File: src/pmml_defines.svh
// Offsets, reset values and decode limits for the program memory map and lock block
`ifndef PMML_DEFINES_SVH
`define PMML_DEFINES_SVH
`define OFS_DPTR0_LO      8'h82
`define OFS_DPTR0_HI      8'h83
`define OFS_DPTR1_LO      8'h84
`define OFS_DPTR1_HI      8'h85
`define OFS_PTR_SELECT    8'h86
`define OFS_PORT2_LATCH   8'hA0
`define OFS_SIZE_LIMIT    8'hC2
`define OFS_LOCK_STATUS   8'hE6
`define RST_SIZE_LIMIT    3'h5
`define RST_PORT2_LATCH   8'hFF
`define SIZE_LIMIT_HI     5'h1E
`define PTR_SELECT_HI     7'h02
`define TOP_1K            16'h03FF
`define TOP_2K            16'h07FF
`define TOP_4K            16'h0FFF
`define TOP_8K            16'h1FFF
`define TOP_16K           16'h3FFF
`define SEC_LOCK_ADDR     16'h0040
`define ERASED_BYTE       8'hFF
`define VECTOR_TOP        16'h007F
`endif

File: src/pmml_pkg.sv
// Types shared by the program memory map and lock block
package pmml_pkg;
    typedef enum logic [1:0] {
        KIND_FETCH     = 2'h0,
        KIND_CODE_READ = 2'h1,
        KIND_DATA_RI   = 2'h2,
        KIND_DATA_PTR  = 2'h3
    } req_kind_e;
    typedef enum logic [2:0] {
        BUS_IDLE   = 3'h0,
        BUS_ADDR   = 3'h1,
        BUS_STROBE = 3'h3,
        BUS_WAIT   = 3'h2,
        BUS_DATA   = 3'h6
    } bus_state_e;
    typedef enum logic [1:0] {
        MODE_IAP      = 2'h0,
        MODE_LOADER   = 2'h1,
        MODE_PARALLEL = 2'h2
    } prog_mode_e;
endpackage

File: src/program_memory_map_lock.sv
// Program memory decode, external bus strobes, verify encryption and lock levels
// Contract
// - On-chip code is one region from 0000h to 3FFFh.
// - Fetches above the selected limit run over ports 0 and 2.
// - Limit codes 000..101 give none, 03FF, 07FF, 0FFF, 1FFF, 3FFF.
// - Reset selects the full 3FFFh internal space.
// - Limit writes only land while timed access is open.
// - A new limit applies from the very next fetch.
// - Bus cycles put low address/data on port 0, high address on port 2.
// - Force pin low sends every fetch off-chip, overriding the limit but not the level 4 fault.
// - Program strobe goes low during external program fetches.
// - Register-indirect data moves use working register plus port 2 latch.
// - Pointer data moves use one of two pointers chosen by select bit 0.
// - Classic bus fetch takes four clocks, core stalled for three.
// - Page mode 1 never stalls; all other modes stall.
// - Reset and vectors sit in the lowest 128 internal bytes.
// - Internal code is two 8k banks, lower and upper.
// - Once encryption is programmed, verify bytes are XNOR with an array byte.
// - Level 2 blocks external table reads, latches force pin, stops programming.
// - Level 3 also refuses verify and external-code reads of internal SRAM.
// - Level 4 also forbids any external execution.
// - Locks do not restrict in-application access, only loader and parallel.
// - Lock bits only tighten; only mass erase restores them.
// - Lock bits read at security address 40h on bits 5..3.
//
// Our own choices: the placing of the registers and the plain strobed port.
`include "pmml_defines.svh"

module program_memory_map_lock import pmml_pkg::*; (
    input  wire logic        clk,
    input  wire logic        rst,
    input  wire logic [7:0]  reg_addr,
    input  wire logic [7:0]  reg_wdata,
    input  wire logic        reg_wr,
    input  wire logic        reg_rd,
    output logic      [7:0]  reg_rdata,
    input  wire logic        timed_access_open,
    input  wire logic        req_valid,
    input  wire req_kind_e   req_kind,
    input  wire logic        req_write,
    input  wire logic [15:0] req_addr,
    input  wire logic [7:0]  req_ri,
    input  wire logic [7:0]  req_wdata,
    input  wire logic        req_from_ext,
    input  wire logic        req_sram_hit,
    input  wire logic        page_mode_one,
    output logic             resp_valid,
    output logic      [7:0]  resp_data,
    output logic             resp_denied,
    output logic             fetch_fault,
    output logic             core_stall,
    output logic             flash_rd,
    output logic             flash_upper_bank,
    output logic      [12:0] flash_addr,
    input  wire logic [7:0]  flash_rdata,
    input  wire logic        bank_swap,
    input  wire logic        external_fetch_force_n,
    input  wire logic [7:0]  port0_in,
    output logic      [7:0]  port0_out,
    output logic             port0_oe,
    output logic      [7:0]  port2_out,
    output logic             port2_oe,
    output logic             addr_latch_en,
    output logic             program_strobe_n,
    output logic             rd_n,
    output logic             wr_n,
    input  wire prog_mode_e  prog_mode,
    input  wire logic        prog_write_req,
    output logic             prog_refused,
    input  wire logic        verify_req,
    input  wire logic        verify_security,
    input  wire logic [15:0] verify_addr,
    output logic             verify_valid,
    output logic             verify_refused,
    output logic      [7:0]  verify_data,
    input  wire logic [2:0]  lock_restore,
    input  wire logic        lock_prog,
    input  wire logic [2:0]  lock_prog_clear,
    input  wire logic        mass_erase,
    input  wire logic        enc_wr,
    input  wire logic [5:0]  enc_addr,
    input  wire logic [7:0]  enc_wdata,
    output logic      [2:0]  lock_state
);
    logic [2:0]  limit;
    logic        ptr_sel;
    logic [7:0]  dp_lo [2];
    logic [7:0]  dp_hi [2];
    logic [7:0]  p2_latch;
    logic        ea_meta;
    logic        ea_sync;
    logic        ea_latched;
    logic [7:0]  p0_meta;
    logic [7:0]  p0_sync;
    logic [7:0]  enc_mem [64];
    logic [63:0] enc_prog;
    logic        enc_active;
    bus_state_e  state;
    logic        bus_prog;
    logic        bus_wr;
    logic        bus_page;
    logic [7:0]  bus_wdata;
    logic        pend_flash;
    logic        pend_deny;
    logic        pend_fault;
    logic        pend_sram;
    logic        ver_pend;
    logic [5:0]  ver_key;
    logic [2:0]  level;
    logic        ea_eff;
    logic [15:0] eff_addr;
    logic        code_int;
    logic        go_flash;
    logic        go_bus;
    logic        go_deny;
    logic        go_fault;
    logic        go_sram;

    function automatic logic [15:0] limit_top(input logic [2:0] c);
        unique case (c)
            3'h1: limit_top = `TOP_1K;
            3'h2: limit_top = `TOP_2K;
            3'h3: limit_top = `TOP_4K;
            3'h4: limit_top = `TOP_8K;
            default: limit_top = `TOP_16K;
        endcase
    endfunction

    // single region from zero; vectors at its base
    function automatic logic is_internal(input logic [15:0] a, input logic [2:0] c,
                                         input logic ea_n);
        is_internal = ea_n && (c != 3'h0) && (a <= limit_top(c));
    endfunction

    function automatic logic [2:0] lock_level(input logic [2:0] lb);
        if (!lb[2]) begin
            lock_level = 3'h4;
        end else if (!lb[1]) begin
            lock_level = 3'h3;
        end else if (!lb[0]) begin
            lock_level = 3'h2;
        end else begin
            lock_level = 3'h1;
        end
    endfunction

    assign level = lock_level(lock_state);

    // Force pin and port 0 come from pins: two flops before use
    always_ff @(posedge clk) begin
        ea_meta <= external_fetch_force_n;
        ea_sync <= ea_meta;
        p0_meta <= port0_in;
        p0_sync <= p0_meta;
    end

    // force pin caught while reset is held
    always_ff @(posedge clk) begin
        if (rst) begin
            ea_latched <= ea_sync;
        end
    end

    // force pin, frozen from reset once locked
    assign ea_eff = (level >= 3'h2) ? ea_latched : ea_sync;

    // lock bits only clear; mass erase restores
    always_ff @(posedge clk) begin
        if (rst) begin
            lock_state <= lock_restore;
        end else if (mass_erase) begin
            lock_state <= 3'h7;
        end else if (lock_prog) begin
            lock_state <= lock_state & ~lock_prog_clear;
        end
    end

    // The array is nonvolatile: reset leaves it, only mass erase clears it
    always_ff @(posedge clk) begin
        if (mass_erase) begin
            for (int i = 0; i < 64; i++) begin
                enc_mem[i] <= `ERASED_BYTE;
            end
        end else if (enc_wr) begin
            enc_mem[enc_addr] <= enc_wdata;
        end
    end

    for (genvar g = 0; g < 64; g++) begin : g_enc
        assign enc_prog[g] = (enc_mem[g] != `ERASED_BYTE);
    end
    assign enc_active = |enc_prog;

    // timed access gate; reserved codes dropped; full space
    always_ff @(posedge clk) begin
        if (rst) begin
            limit <= `RST_SIZE_LIMIT;
        end else if (reg_wr && reg_addr == `OFS_SIZE_LIMIT && timed_access_open
                     && reg_wdata[2:1] != 2'h3) begin
            limit <= reg_wdata[2:0];
        end
    end

    always_ff @(posedge clk) begin
        if (rst) begin
            ptr_sel  <= 1'b0;
            p2_latch <= `RST_PORT2_LATCH;
            dp_lo    <= '{8'h00, 8'h00};
            dp_hi    <= '{8'h00, 8'h00};
        end else if (reg_wr) begin
            unique case (reg_addr)
                `OFS_PTR_SELECT:  ptr_sel  <= reg_wdata[0];
                `OFS_PORT2_LATCH: p2_latch <= reg_wdata;
                `OFS_DPTR0_LO:    dp_lo[0] <= reg_wdata;
                `OFS_DPTR0_HI:    dp_hi[0] <= reg_wdata;
                `OFS_DPTR1_LO:    dp_lo[1] <= reg_wdata;
                `OFS_DPTR1_HI:    dp_hi[1] <= reg_wdata;
                default: ;
            endcase
        end
    end

    always_ff @(posedge clk) begin
        if (rst || !reg_rd) begin
            reg_rdata <= 8'h00;
        end else begin
            unique case (reg_addr)
                `OFS_SIZE_LIMIT:  reg_rdata <= {`SIZE_LIMIT_HI, limit};
                `OFS_PTR_SELECT:  reg_rdata <= {`PTR_SELECT_HI, ptr_sel};
                `OFS_PORT2_LATCH: reg_rdata <= p2_latch;
                `OFS_DPTR0_LO:    reg_rdata <= dp_lo[0];
                `OFS_DPTR0_HI:    reg_rdata <= dp_hi[0];
                `OFS_DPTR1_LO:    reg_rdata <= dp_lo[1];
                `OFS_DPTR1_HI:    reg_rdata <= dp_hi[1];
                `OFS_LOCK_STATUS: reg_rdata <= {2'h0, enc_active, ea_eff, 1'b0, lock_state};
                default:          reg_rdata <= 8'h00;
            endcase
        end
    end

    // Request steering; the core only issues while the bus is idle
    always_comb begin
        go_flash = 1'b0;
        go_bus   = 1'b0;
        go_deny  = 1'b0;
        go_fault = 1'b0;
        go_sram  = 1'b0;
        unique case (req_kind)
            // working register low, port 2 latch high
            KIND_DATA_RI:  eff_addr = {p2_latch, req_ri};
            KIND_DATA_PTR: eff_addr = {dp_hi[ptr_sel], dp_lo[ptr_sel]};
            default:       eff_addr = req_addr;
        endcase
        // decode reads the live limit, so a write steers the next fetch
        code_int = is_internal(req_addr, limit, ea_eff);
        if (req_valid && state == BUS_IDLE) begin
            unique case (req_kind)
                KIND_FETCH: begin
                    // no external execution at level 4
                    if (code_int) begin
                        go_flash = 1'b1;
                    end else if (level == 3'h4) begin
                        go_fault = 1'b1;
                    end else begin
                        go_bus = 1'b1;
                    end
                end
                KIND_CODE_READ: begin
                    // from level 2, external code may not read internal code
                    if (code_int && req_from_ext && level >= 3'h2) begin
                        go_deny = 1'b1;
                    end else if (code_int) begin
                        go_flash = 1'b1;
                    end else begin
                        go_bus = 1'b1;
                    end
                end
                default: begin
                    // from level 3, external code may not read internal SRAM
                    if (req_sram_hit && req_from_ext && !req_write && level >= 3'h3) begin
                        go_deny = 1'b1;
                    end else if (req_sram_hit) begin
                        go_sram = 1'b1;
                    end else begin
                        go_bus = 1'b1;
                    end
                end
            endcase
        end
    end

    // external fetch over ports; pins act as bus; strobes
    always_ff @(posedge clk) begin
        if (rst) begin
            state            <= BUS_IDLE;
            bus_prog         <= 1'b0;
            bus_wr           <= 1'b0;
            bus_page         <= 1'b0;
            bus_wdata        <= 8'h00;
            port0_out        <= 8'h00;
            port0_oe         <= 1'b0;
            port2_out        <= `RST_PORT2_LATCH;
            port2_oe         <= 1'b0;
            addr_latch_en    <= 1'b0;
            program_strobe_n <= 1'b1;
            rd_n             <= 1'b1;
            wr_n             <= 1'b1;
            core_stall       <= 1'b0;
        end else begin
            unique case (state)
                BUS_IDLE: begin
                    port2_out <= p2_latch;
                    port2_oe  <= 1'b1;
                    if (go_bus) begin
                        state         <= BUS_ADDR;
                        bus_prog      <= (req_kind == KIND_FETCH) ||
                                         (req_kind == KIND_CODE_READ);
                        bus_wr        <= req_write && req_kind[1];
                        bus_page      <= page_mode_one;
                        bus_wdata     <= req_wdata;
                        port0_out     <= eff_addr[7:0];
                        port0_oe      <= 1'b1;
                        port2_out     <= eff_addr[15:8];
                        addr_latch_en <= 1'b1;
                        // page mode 1 runs without stalling the core
                        core_stall    <= !page_mode_one;
                    end
                end
                BUS_ADDR: begin
                    state            <= BUS_STROBE;
                    addr_latch_en    <= 1'b0;
                    port0_out        <= bus_wdata;
                    port0_oe         <= bus_wr;
                    program_strobe_n <= !bus_prog;
                    rd_n             <= bus_prog || bus_wr;
                    wr_n             <= !bus_wr;
                end
                BUS_STROBE: begin
                    state <= BUS_WAIT;
                end
                BUS_WAIT: begin
                    // stall covers three of the four bus clocks
                    state            <= BUS_DATA;
                    core_stall       <= 1'b0;
                    program_strobe_n <= 1'b1;
                    rd_n             <= 1'b1;
                    wr_n             <= 1'b1;
                    port0_oe         <= 1'b0;
                end
                BUS_DATA: begin
                    state <= BUS_IDLE;
                end
                default: state <= BUS_IDLE;
            endcase
        end
    end

    // Non-bus answers all take two cycles so back-to-back requests never collide
    always_ff @(posedge clk) begin
        if (rst) begin
            pend_flash <= 1'b0;
            pend_deny  <= 1'b0;
            pend_fault <= 1'b0;
            pend_sram  <= 1'b0;
        end else begin
            pend_flash <= go_flash;
            pend_deny  <= go_deny;
            pend_fault <= go_fault;
            pend_sram  <= go_sram;
        end
    end

    // two 8k banks; bank select swaps which one sits low
    always_ff @(posedge clk) begin
        if (rst) begin
            flash_rd         <= 1'b0;
            flash_addr       <= 13'h0000;
            flash_upper_bank <= 1'b0;
        end else begin
            flash_rd <= go_flash || (verify_req && !verify_security);
            if (verify_req) begin
                flash_addr       <= verify_addr[12:0];
                flash_upper_bank <= verify_addr[13] ^ bank_swap;
            end else begin
                flash_addr       <= req_addr[12:0];
                flash_upper_bank <= req_addr[13] ^ bank_swap;
            end
        end
    end

    always_ff @(posedge clk) begin
        if (rst) begin
            resp_valid  <= 1'b0;
            resp_data   <= 8'h00;
            resp_denied <= 1'b0;
            fetch_fault <= 1'b0;
        end else begin
            resp_valid  <= pend_flash || pend_deny || pend_fault || pend_sram ||
                           state == BUS_DATA;
            resp_denied <= pend_deny;
            fetch_fault <= pend_fault;
            if (pend_flash) begin
                resp_data <= flash_rdata;
            end else if (state == BUS_DATA) begin
                resp_data <= p0_sync;
            end else begin
                resp_data <= `ERASED_BYTE;
            end
        end
    end

    // locks bind loader and parallel modes only
    always_ff @(posedge clk) begin
        if (rst) begin
            prog_refused   <= 1'b0;
            verify_valid   <= 1'b0;
            verify_refused <= 1'b0;
            verify_data    <= 8'h00;
            ver_pend       <= 1'b0;
            ver_key        <= 6'h00;
        end else begin
            // loader and parallel programming refused from level 2
            prog_refused <= prog_write_req && prog_mode != MODE_IAP && level >= 3'h2;
            ver_pend     <= verify_req && !verify_security &&
                            !(prog_mode != MODE_IAP && level >= 3'h3);
            // low six address bits choose the key byte
            ver_key      <= verify_addr[5:0];
            verify_valid   <= verify_req || ver_pend;
            verify_refused <= 1'b0;
            if (verify_req && prog_mode != MODE_IAP && level >= 3'h3) begin
                verify_refused <= 1'b1;
                verify_data    <= `ERASED_BYTE;
            end else if (verify_req && verify_security) begin
                // lock bits on data bits 5..3
                verify_data <= (verify_addr == `SEC_LOCK_ADDR) ?
                               {2'h3, lock_state[0], lock_state[1], lock_state[2], 3'h7} :
                               `ERASED_BYTE;
            end else if (verify_req) begin
                verify_valid <= 1'b0;
            end else if (ver_pend) begin
                // XNOR with the key once any key byte is programmed
                verify_data <= enc_active ? ~(flash_rdata ^ enc_mem[ver_key]) : flash_rdata;
            end
        end
    end

    a_limit_after_reset: assert property (@(posedge clk)
        $fell(rst) |-> limit == `RST_SIZE_LIMIT) else $error("limit not full after reset");
    a_reserved_code_ignored: assert property (@(posedge clk) disable iff (rst)
        reg_wr && reg_addr == `OFS_SIZE_LIMIT && reg_wdata[2:1] == 2'h3 |=> $stable(limit))
        else $error("reserved limit code was taken");
    a_untimed_write_blocked: assert property (@(posedge clk) disable iff (rst)
        reg_wr && reg_addr == `OFS_SIZE_LIMIT && !timed_access_open |=> $stable(limit))
        else $error("limit changed without timed access");
    a_force_pin_goes_bus: assert property (@(posedge clk) disable iff (rst)
        req_valid && state == BUS_IDLE && req_kind == KIND_FETCH && !ea_eff && !verify_req
        |=> !flash_rd) else $error("fetch stayed on-chip with force pin low");
    a_bus_stall_three: assert property (@(posedge clk) disable iff (rst)
        state == BUS_IDLE && go_bus && !page_mode_one |=> core_stall [*3] ##1 !core_stall
        ##1 resp_valid) else $error("external fetch stall not three of four");
    a_prog_strobe_fetch: assert property (@(posedge clk) disable iff (rst)
        state == BUS_STROBE && bus_prog |-> !program_strobe_n && rd_n && wr_n)
        else $error("program strobe not low on fetch");
    a_page_one_no_stall: assert property (@(posedge clk) disable iff (rst)
        state != BUS_IDLE && bus_page |-> !core_stall) else $error("stall in page mode 1");
    a_level_four_fault: assert property (@(posedge clk) disable iff (rst)
        go_fault |-> level == 3'h4 ##2 resp_valid && fetch_fault)
        else $error("external execution not faulted");
    a_table_read_denied: assert property (@(posedge clk) disable iff (rst)
        go_deny && req_kind == KIND_CODE_READ |=> ##1 resp_valid && resp_denied)
        else $error("table read from external code not denied");
    a_lock_only_tightens: assert property (@(posedge clk) disable iff (rst)
        !mass_erase |=> (lock_state & ~$past(lock_state)) == 3'h0)
        else $error("lock bit released without erase");

    c_external_fetch: cover property (@(posedge clk) disable iff (rst)
        state == BUS_DATA && bus_prog);
    c_denied_read: cover property (@(posedge clk) disable iff (rst) resp_denied);
    c_encrypted_verify: cover property (@(posedge clk) disable iff (rst)
        ver_pend && enc_active);
endmodule

File: config.mk
export PLATFORM = sky130hd
export DESIGN_NAME = program_memory_map_lock
export DESIGN_NICKNAME = d
export VERILOG_FILES = /design/src/pmml_pkg.sv /design/src/program_memory_map_lock.sv
export VERILOG_INCLUDE_DIRS = /design/src /design/src/src
export SDC_FILE = /design/constraint.sdc
export NUM_CORES = 1
export LEC_CHECK = 0
export BUFFER_PORTS_ARGS = -buffer_cell sky130_fd_sc_hd__buf_2
export CORE_AREA = 2 2 298 241
export DETAILED_ROUTE_END_ITERATION = 8
export DIE_AREA = 0 0 300 243
export HOLD_SLACK_MARGIN = 0.1
export PLACE_DENSITY_LB_ADDON = 0.15
export SYNTH_ARGS = -nofsm -noshare
export SYNTH_HDL_FRONTEND = slang
export SYNTH_SLANG_ARGS = --single-unit
File: constraint.sdc
create_clock -name clk -period 3.3 [get_ports clk]
set_input_delay 0.66 -clock clk [delete_from_list [all_inputs] [get_ports clk]]
set_output_delay 0.66 -clock clk [all_outputs]
set_load 0.05 [all_outputs]
Yosys cells after proc, flatten, opt, wreduce, memory -nomap -nowiden:

Memories as Yosys holds them, arrays and structs flattened. A register that Yosys moved wholly into a read port is not among the register bits.
Cells that the tools add are included.

* memories kept: 1
* input bits: 122
* output and inout port bits: 71
* RAM bits: 512
* register bits after elaboration: 152
* logic and storage cells: 276

Memory list
* enc_mem: depth 64, bits a word 8, read ports 65, clocked after memory_dff 1, write ports 64, RTL line program_memory_map_lock.sv:95 `logic [7:0] enc_mem [64];`

* equality and inequality tests: 88
* $lt $le $gt $ge: 4
* mux-type cells: 69
* bitwise operators: 9
* reduce and logical (&&, ||, !) cells: 62

Operators by type and width (count)
* $ne A8 B8 Y1 const B: 64
* $mux W8: 16
* $eq A8 B8 Y1 const B: 8
* $pmux W8 S8: 1
* $reduce_or A64 Y1: 1
* $pmux W14 S4: 1
* $pmux W16 S2: 1
* $mux W1: 28
* $reduce_and A2 Y1: 11
* $logic_and A1 B1 Y1: 20
* $mux W6: 3
* $eq A16 B7 Y1 const B: 1
* $le A16 B16 Y1: 1
* $pmux W1 S2: 8
* $pmux W8 S2: 1
* $mux W3: 5
* $mux W13: 1
* $eq A3 B2 Y1 const B: 4
* $pmux W3 S4: 1
* $reduce_bool A3 Y1: 4
* $eq A3 B3 Y1 const B: 3
* $logic_or A1 B1 Y1: 9
* $not A8 Y8: 1
* $reduce_bool A2 Y1: 4
* other kinds (22): 35

Depth between registers and ports, before layout:

Gate-level depths: netlist of the first run.

* word-level depth: 14
* depth in mapped cells: 13
* gate-level depth less buffers: 11

Worst setup path before layout of the first run:

Ideal clock, no wire load.

* path type: input port to flip-flop
* from: in req_addr[11]
* to: reg port0_out[6]
* stages on the path: 10
* library setup time: 0.132 ns
* setup slack: 0.610 ns
* required time: 3.168 ns
* data arrival time: 2.558 ns
* buffers on the path: 2
* cell sequence: ha_1 -> nand4_1 -> or4_1 -> a2111o_1 -> nand2_2 -> a211o_1 -> buf_4 -> buf_4 -> a211o_1 -> a21oi_1

* cells in the longest elaborated chain, start to end: 9
* elaborated cells between the ends (all ways): 11
* those cells by class: order compare: 1; eq/ne: 1; mux: 5; reduce/logical: 4

RTL lines
* from (decl): RTL line program_memory_map_lock.sv:41 `input wire logic [15:0] req_addr,`
* $le A16 B16 Y1 *: RTL line program_memory_map_lock.sv:132 `is_internal = ea_n && (c != 3'h0) && (a <= limit_top(c));`
* $logic_and A1 B1 Y1 *: RTL line program_memory_map_lock.sv:132
* $logic_and A1 B1 Y1 (2 in series): RTL line program_memory_map_lock.sv:270 `if (code_int && req_from_ext && level >= 3'h2) begin`
* $mux W1: RTL line program_memory_map_lock.sv:270
* $pmux W1 S2 *: RTL line program_memory_map_lock.sv:257 `unique case (req_kind)`
* $mux W1 *: RTL line program_memory_map_lock.sv:256 `if (req_valid && state == BUS_IDLE) begin`
* $ne A2 B2 Y1 (no source line) *
* $reduce_and A2 Y1 (no source line) *
* to (signal assigned): RTL line program_memory_map_lock.sv:321 `port0_out <= eff_addr[7:0];`
* to (signal assigned): RTL line program_memory_map_lock.sv:332 `port0_out <= bus_wdata;`
* to (decl): RTL line program_memory_map_lock.sv:59 `output logic [7:0] port0_out,`

Mark *: on every way between the ends. The rest lies on a longest branch, timed or not.
A chain may end at the register's enable or synchronous reset.

==> summary.md, run 1 <==
| Metric | Value |
|---|---|
| Status | `finished, final reports clean` |
| Lkg Pwr | `approximately 12 nW` |
| Worst Tran Pin Value | `approximately 1300 ps` |
| Crit path kind | `reg2reg` |
| CP endpoint kind | `flip-flop` |
| Initial core utilization | `between 40% and 50%` |
| Hold Path Class | `in2reg` |
| Peak Freq | `307.9 MHz` |
| Vias | `about 24,000` |
| Slew headroom | `16.47%` |
| Vias in the first global route | `22,841` |
| Count of different cell masters after synthesis | `just under 70` |
| Hold path start | `port0_in[1]` |
| Met3 Use GR | `7.456%` |
| R2R depth | `10` |
| Die area | `between 70,000 and 80,000 um2` |
| Cell count after placement | `3,635` |
| Power Dens Cells | `approximately 540 nW/um2` |
| Gr ovfl total | `0` |
| Critical-path top delay cell | `nor4_1` |
| Final hold vios | `0` |
| Startpoint types | `flip-flop` |
| Num rows | `just under 90` |
| Initial antenna violation count | `3` |
| Number of routed nets with antenna violations | `0` |
| Reg-to-reg slack, setup | `50 ps` |
| Cells after synthesis | `~2,600` |
| Commonest non-fill, non-tap cell in the layout | `edfxtp_1` |
| Net count after synthesis | `around 2,800` |
| First-pass GRT wire length | `~160,000 um` |
| Vias/cell | `~6.4` |
| Synth Cell Area | `around 32,000 um2` |
| Dominant synthesized flop cell | `edfxtp_1` |
| Die H | `between 200 and 250 um` |
| Number of flops mapped to enable cells by yosys | `approximately 520` |
| Number of clock sinks | `670` |
| Total Routed Length | `about 110,000 um` |
| CTS Buffer Depth | `3` |
| Crit path max fanout | `8` |
| Yosys Warn Count | `0` |
| Avg WL per Cell | `around 29 um` |
| Setup_tns | `0 ps` |
| I/O Pins | `between 150 and 200` |
| Crit Reg-Reg Startpoint | `enc_mem[10][4]` |
| Crit path largest cell delay | `~970 ps` |
| Hold depth | `1` |
| Commonest non-fill, non-tap cells in the layout | `edfxtp_1 (516), or3_1 (357), buf_2 (187)` |
| Final HPWL DP | `roughly 76,000 um` |
| GR peak layer | `met1` |
| Fin Clk Skew | `around 20 ps` |
| Die X-Extent | `roughly 300 um` |
| Design Power | `just under 20 mW` |
| Drt initial violations | `approximately 3,300` |
| Seq/Total Area, Yosys | `between 50 and 60%` |
| Clk Latency, worst-skew pair | `about 630 ps` |
| Final Cycle Share | `a little over nine tenths` |
| Max_cap viols | `0` |
| Cts bufs inserted | `70` |
| GRT met2 Usage | `42.63%` |
| Final Wtd Congestion | `between 0.9 and 1` |
| Pre-antenna DRT Iters | `6` |
| # port buffers | `roughly 190` |
| Fin cells | `about 3,800` |
| H-tree levels | `3` |
| FF+latch count, synth | `between 600 and 700` |
| Area growth, synth to finish | `13.45%` |
| Pin count of the biggest net entering global routing | `between 70 and 80` |
| TritonCTS clock tree | `built` |
| Core area | `69,880 um2` |
| Fin crit period | `3248 ps` |
| Final max-slew violation count | `0` |
| Clk root buf | `clkbuf_16` |
| Req. time, crit path | `between 3000 and 4000 ps` |
| RR Endpoint | `verify_data[7]` |
| Gr usage total | `between 20 and 30%` |
| Finish-stage setup viols | `0` |
| Fraction of layout cells with a size suffix above 1 | `24.20%` |
| Clk pin slew, worst setup/hold paths | `approximately 60 ps` |
| CP Cell Sequence | `nand4_1 > nor4_1 > nand4_1 > nor4_1 > buf_4 > nand2_1 > buf_4 > nand3b_1 > xor2_1 > a211oi_2` |
| VDD IR max | `approximately 0.00038 V` |
| FFs w/ async S/R, synth | `0%` |
| Grt met1 use | `44.77%` |
| Hold slack | `approximately 140 ps` |
| Drc violations | `0` |
| Syn_area_per_cell | `roughly 12 um2` |
| Crit path DAT | `3730 ps` |
| Hold worst-path end | `p0_meta[1]` |
| RSZ-0062 raised after global routing | `no` |
| Final nets | `about 2,900` |
-- worst max-delay path: cells and delay by family (launching register included) --
kind                      cells  cell delay (ps)
AOI/OAI and AO/OA             1               90
xor gates and xnor gates      1              200
and+or+nand+nor               6             1960
DFF                           1              480
buffers and inverters         2              360
-- repair_timing --
| item | 4_1_cts | 5_1_grt |
|---|---|---|
| resized for setup | 0 | 1 |
| hold buffers | 2 | 0 |
| setup buffers | 0 | 0 |
| setup endpoints to repair | 0 | 1 |
| endpoints found under the hold margin | 2 | 0 |
-- per-layer routing --
layer	wire length, um	vias up	share of wire (%)
met2	47390	1443	43
li1	-	10357	-
met3	12350	173	11
met1	46960	12097	43
met4	2552	2	2.3
met5	13	-	0.012
-- cell usage after synthesis, drive strengths merged, types with 3 or more instances --
master,instances,area share [%]
edfxtp,516,49
or3,357,7.0
clkbuf,191,2.3
nand2,172,2.0
or2,164,3.2
dfxtp,154,9.7
nand4,152,3.0
nor2,117,1.4
mux2i,111,3.5
a21oi,101,1.6
mux4,94,6.6
buf,58,1.0
nand3,54,0.85
nor4,45,0.88
a22oi,31,0.73
nand2b,31,0.61
o21bai,31,0.73
nor2b,28,0.55
a211oi,18,0.44
a21o,18,0.42
a31oi,17,0.33
o21ai,17,0.27
nand3b,15,0.35
nor3,15,0.24
a211o,13,0.36
mux2,13,0.46
o211ai,13,0.31
inv,9,0.11
xor2,9,0.25
o22ai,8,0.16
nor3b,7,0.20
and3,6,0.12
a221oi,5,0.14
and2,5,0.098
o311ai,5,0.14
a2111oi,4,0.11
ha,4,0.16
o2111ai,4,0.11
a222oi,3,0.094
a22o,3,0.082
o221ai,3,0.082
or3b,3,0.082
-- layout make-up --
| class | instances | area (um2) |
|---|---|---|
| antenna | 1 | 2.502 |
| clock buffer | 96 | 1994 |
| clock inverter | 28 | 177.7 |
| fill | 6116 | 33730 |
| inverter | 10 | 37.54 |
| multi-input combinational | 1718 | 12230 |
| sequential | 670 | 18590 |
| tap | 934 | 1169 |
| timing repair buffer | 305 | 1952 |
-- cells by family after synthesis --
group,count (synthesis),synth area share [%]
AO/OA/AOI/OAI,306,6.432
XOR/XNOR,11,0.3024
buffers and inverters,259,3.400
AND/OR/NAND/NOR,1179,20.82
adder cells (fa/ha/maj),4,0.1571
flip-flops,670,58.30
multiplexers,218,10.59
-- state kept, by name, indices dropped and copies added (netlist names), 3 cells and up, named ones only --
register     count
state            3
reg_rdata        8
p2_latch         8
port0_out        8
flash_addr      13
limit            3
bus_wdata        8
port2_out        8
dp_lo           16
p0_sync          8
lock_state       3
enc_mem        512
dp_hi           16
resp_data        8
p0_meta          8
verify_data      8
-- per-stage QoR --
stage | setup slack (ps) | utilization (%) | cell area (um2)
floorplan | 610.2 | - | 31860
global placement | 277.4 | 48.58 | 33950
detailed placement | 149.2 | 48.58 | 33950
CTS | 131.8 | 51.72 | 36140
global route | 13.99 | 51.73 | 36150
finish | 51.94 | 51.73 | 36150
-- worst max-delay path by stage --
| stage | slack (ps) | endpoint | start | cells past startpoint |
|---|---|---|---|---|
| after floorplan | 610 | port0_out[6] | req_addr[11] | 10 |
| after global placement | 280 | verify_data[1] | flip-flop | 9 |
| after detailed placement | 150 | verify_data[2] | flip-flop | 9 |
| after global routing | 10 | verify_data[0] | enc_mem[10][4] | 10 |
| after CTS | 130 | verify_data[2] | flip-flop | 9 |
| final | 50 | verify_data[7] | enc_mem[10][4] | 10 |
-- report_power, final --
group          internal (mW)  switching (mW)  leakage (nW)
Sequential              9.53           0.394          6.47
Clock                   4.31            3.34          1.06
Combinational          0.680            1.44          4.39
Total                   14.5            5.17          11.9
(Power assumes the default switching activity.)
==> run 2, diff against run 1 <==
--- a/config.mk
+++ b/config.mk
@@ -7,11 +7,13 @@
 export NUM_CORES = 1
 export LEC_CHECK = 0
 export BUFFER_PORTS_ARGS = -buffer_cell sky130_fd_sc_hd__buf_2
-export CORE_AREA = 2 2 298 241
+export CORE_AREA = 2 2 319 258
+export CTS_CLUSTER_DIAMETER = 100
 export DETAILED_ROUTE_END_ITERATION = 8
-export DIE_AREA = 0 0 300 243
+export DIE_AREA = 0 0 321 260
 export HOLD_SLACK_MARGIN = 0.1
 export PLACE_DENSITY_LB_ADDON = 0.15
+export SKIP_LAST_GASP = 1
 export SYNTH_ARGS = -nofsm -noshare
 export SYNTH_HDL_FRONTEND = slang
 export SYNTH_SLANG_ARGS = --single-unit
==> run 2 against run 1 <==
Compared with the run above:
- cell area rose by 0.91%
- count of clock-buffer cells in the layout is 3 lower
- worst hold slack got worse by 12 ps
- total power increased by 3.6%
- global-route usage decreased by 3.1 points
- routed wire length is 2.7% higher
- clock power rose by 9.2%
==> summary.md, run 2 (same netlist as run 1, synthesis figures left out) <==
| Metric | Value |
|---|---|
| Status | `finished, final reports clean` |
| Reg-to-reg slack, setup | `about 250 ps` |
| Fillers | `7,254` |
| Placed inst area | `around 34,000 um2` |
| Initial antenna violation count | `6` |
| Clk pin slew, worst setup/hold paths | `around 60 ps` |
| Gr ovfl total | `0` |
| Finish-stage setup viols | `0` |
| Die H | `roughly 260 um` |
| Seq. cell area | `18,590 um2` |
| Area growth, synth to finish | `14.48%` |
| Drc violations | `0` |
| Most flop-heavy register | `enc_mem` |
| Number of routed nets with antenna violations | `0` |
| RR Endpoint | `verify_data[5]` |
| Num rows | `between 90 and 100` |
| Slew headroom | `approximately 17%` |
| Final nets | `2,897` |
| H-tree levels | `3` |
| Drt initial violations | `3,180` |
| CP delay by family, top | `compound AO/OA/AOI/OAI gates` |
| Avg WL per Cell | `a little under 30 um` |
| Final hold vios | `0` |
| Peak Freq | `roughly 330 MHz` |
| Number of clock sinks | `670` |
| Fin crit period | `just over 3000 ps` |
| Hold Path Class | `in2reg` |
| Final Cycle Share | `around 92%` |
| Gr usage total | `a little over a quarter` |
| Req. time, crit path | `~3900 ps` |
| Startpoint types | `flip-flop` |
| Clk root buf | `clkbuf_16` |
| VDD IR max | `slightly below 0.0004 V` |
| Clk pwr share | `between 40 and 50%` |
| Sequential power share | `between 40% and 50%` |
| Commonest non-fill, non-tap cell in the layout | `edfxtp_1` |
| Internal power | `about 15 mW` |
| Core area | `80,060 um2` |
| Buffers and inverters on the worst path | `1` |
| Clk Latency, worst-skew pair | `about 640 ps` |
| Max_cap viols | `0` |
| Vias in the first global route | `22,794` |
| Commonest non-fill, non-tap cells in the layout | `edfxtp_1 (516), or3_1 (357), buf_2 (188)` |
| # port buffers | `192` |
| Final Wtd Congestion | `0.9609` |
| Sw power | `between 5 and 6 mW` |
| Hold worst-path end | `p0_meta[4]` |
| Power Dens Cells | `~560 nW/um2` |
| Lkg Pwr | `12.01 nW` |
| Net Sw Frac | `between 20% and 30%` |
| R2R depth | `8` |
| Crit path kind | `reg2reg` |
| Pre-antenna DRT Iters | `8` |
| TritonCTS clock tree | `built` |
| I/O Pins | `193` |
| Crit path max fanout | `21` |
| CP endpoint kind | `flip-flop` |
| Largest regs | `enc_mem (512), dp_hi (16), dp_lo (16)` |
| Hold path start | `port0_in[4]` |
| CP Cell Sequence | `buf_12 > mux4_2 > nand2_1 > a31oi_1 > a31oi_1 > nand4_1 > xor2_1 > o21ai_0` |
| CTS Buffer Depth | `3` |
| First-pass GRT wire length | `between 150,000 and 200,000 um` |
| Pin count of the biggest net entering global routing | `73` |
| Number of diodes | `0` |
| Final HPWL DP | `76,770 um` |
| Wire length on met1 | `about 50,000 um` |
| Cts bufs inserted | `73` |
| RSZ-0062 raised after global routing | `no` |
| Die X-Extent | `between 300 and 400 um` |
| Fraction of layout cells with a size suffix above 1 | `between 20% and 30%` |
| Hold depth | `1` |
| Critical-path top delay cell | `dfxtp_4` |
| Die area | `between 80,000 and 90,000 um2` |
| Max reg flops | `between 500 and 600` |
| Critical path depth | `8` |
| Design Power | `slightly above 20 mW` |
| Vias/cell | `6.182` |
| Final max-slew violation count | `0` |
| Met3 WL | `~12,000 um` |
| Worst Tran Pin Value | `1252 ps` |
| Most frequent CP cell | `a31oi_1` |
| Top Metal Used | `met5` |
| Crit path largest cell delay | `between 600 and 700 ps` |
| Metal2 WL | `~48,000 um` |
| Initial core utilization | `39.80%` |
| Crit path DAT | `3610 ps` |
| Final Cell Area | `~36,000 um2` |
| Fin Clk Skew | `about 24 ps` |
| Total Routed Length | `about 110,000 um` |
| Vias | `23,942` |
| Comb pwr share | `about a tenth` |
| Multi-input logic area | `between 10,000 and 15,000 um2` |
run 2: cell types whose count changed in the layout (fill, tap and decap cells not counted), sizes merged:
cell / change
clkinv: +2
diode: -1
clkinvlp: +1
bufinv: +5
inv: +3
clkbuf: -3
buf: -10
dlygate4sd3: +3
run 2: layer usage:
metal	GRT usage, %	vias up
li1	-	10359
met1	40.03	12034
met2	37.78	1377
met3	6.674	170
met4	6.659	2
met5	0	-
run 2: power by group through the flow:
stage	clock network (mW)	registers [mW]	logic, mW
global route	8.77	9.96	2.23
CTS	8.47	9.91	2.09
global placement	0	10.1	2.05
floorplan	0	10.1	1.07
detailed placement	0	10.1	2.07
finish	8.35	9.93	2.12
run 2: worst max-delay path by stage:
stage	slack, ps	startpoint	to
2_1_floorplan	610	req_addr[11]	port0_out[6]
3_3_place_gp	-20	flip-flop	verify_data[0]
3_5_place_dp	-40	flip-flop	verify_data[0]
4_1_cts	90	flip-flop	verify_data[0]
5_1_grt	60	limit[1]	port2_out[7]
6_report	250	flip-flop	verify_data[5]
run 2: layout make-up:
cell class,count,share of cell area (%)
Inverter,10,0.1029
Timing Repair Buffer,298,5.186
Clock buffer,93,5.526
Multi-Input combinational cell,1718,33.57
Tap cell,1045,3.584
Sequential cell,670,50.95
Clock inverter,39,1.080
run 2: through the flow:
stage	setup TNS (ps)	cells	hold slack [ps]	utilization, %	worst slack, ps
2_1_floorplan	0	2647	309.6	-	610.2
3_3_place_gp	-18.16	3735	314.1	42.45	-18.16
3_5_place_dp	-42.52	3735	312.1	42.45	-42.52
4_1_cts	0	3873	102.4	45.55	88.64
5_1_grt	0	3873	112.3	45.57	62.12
6_report	0	3873	124.9	45.57	254.6
run 2: timing repair:
item / 4_1_cts / 5_1_grt
endpoints found under the setup margin: 1 / 3
pin swaps: 0 / 0
resized for setup: 0 / 3
hold buffers: 5 / 0
endpoints found under the hold margin: 5 / 0
buffers inserted: 1 / 0
gates cloned: 0 / 0
run 2: worst register-to-register path, stage by stage, from the launching register on:
cell and delay (ps):
dfxtp_4 680, buf_12 290, mux4_2 630, nand2_1 100, a31oi_1 80, a31oi_1 470, nand4_1 340, xor2_1 230
o21ai_0 140
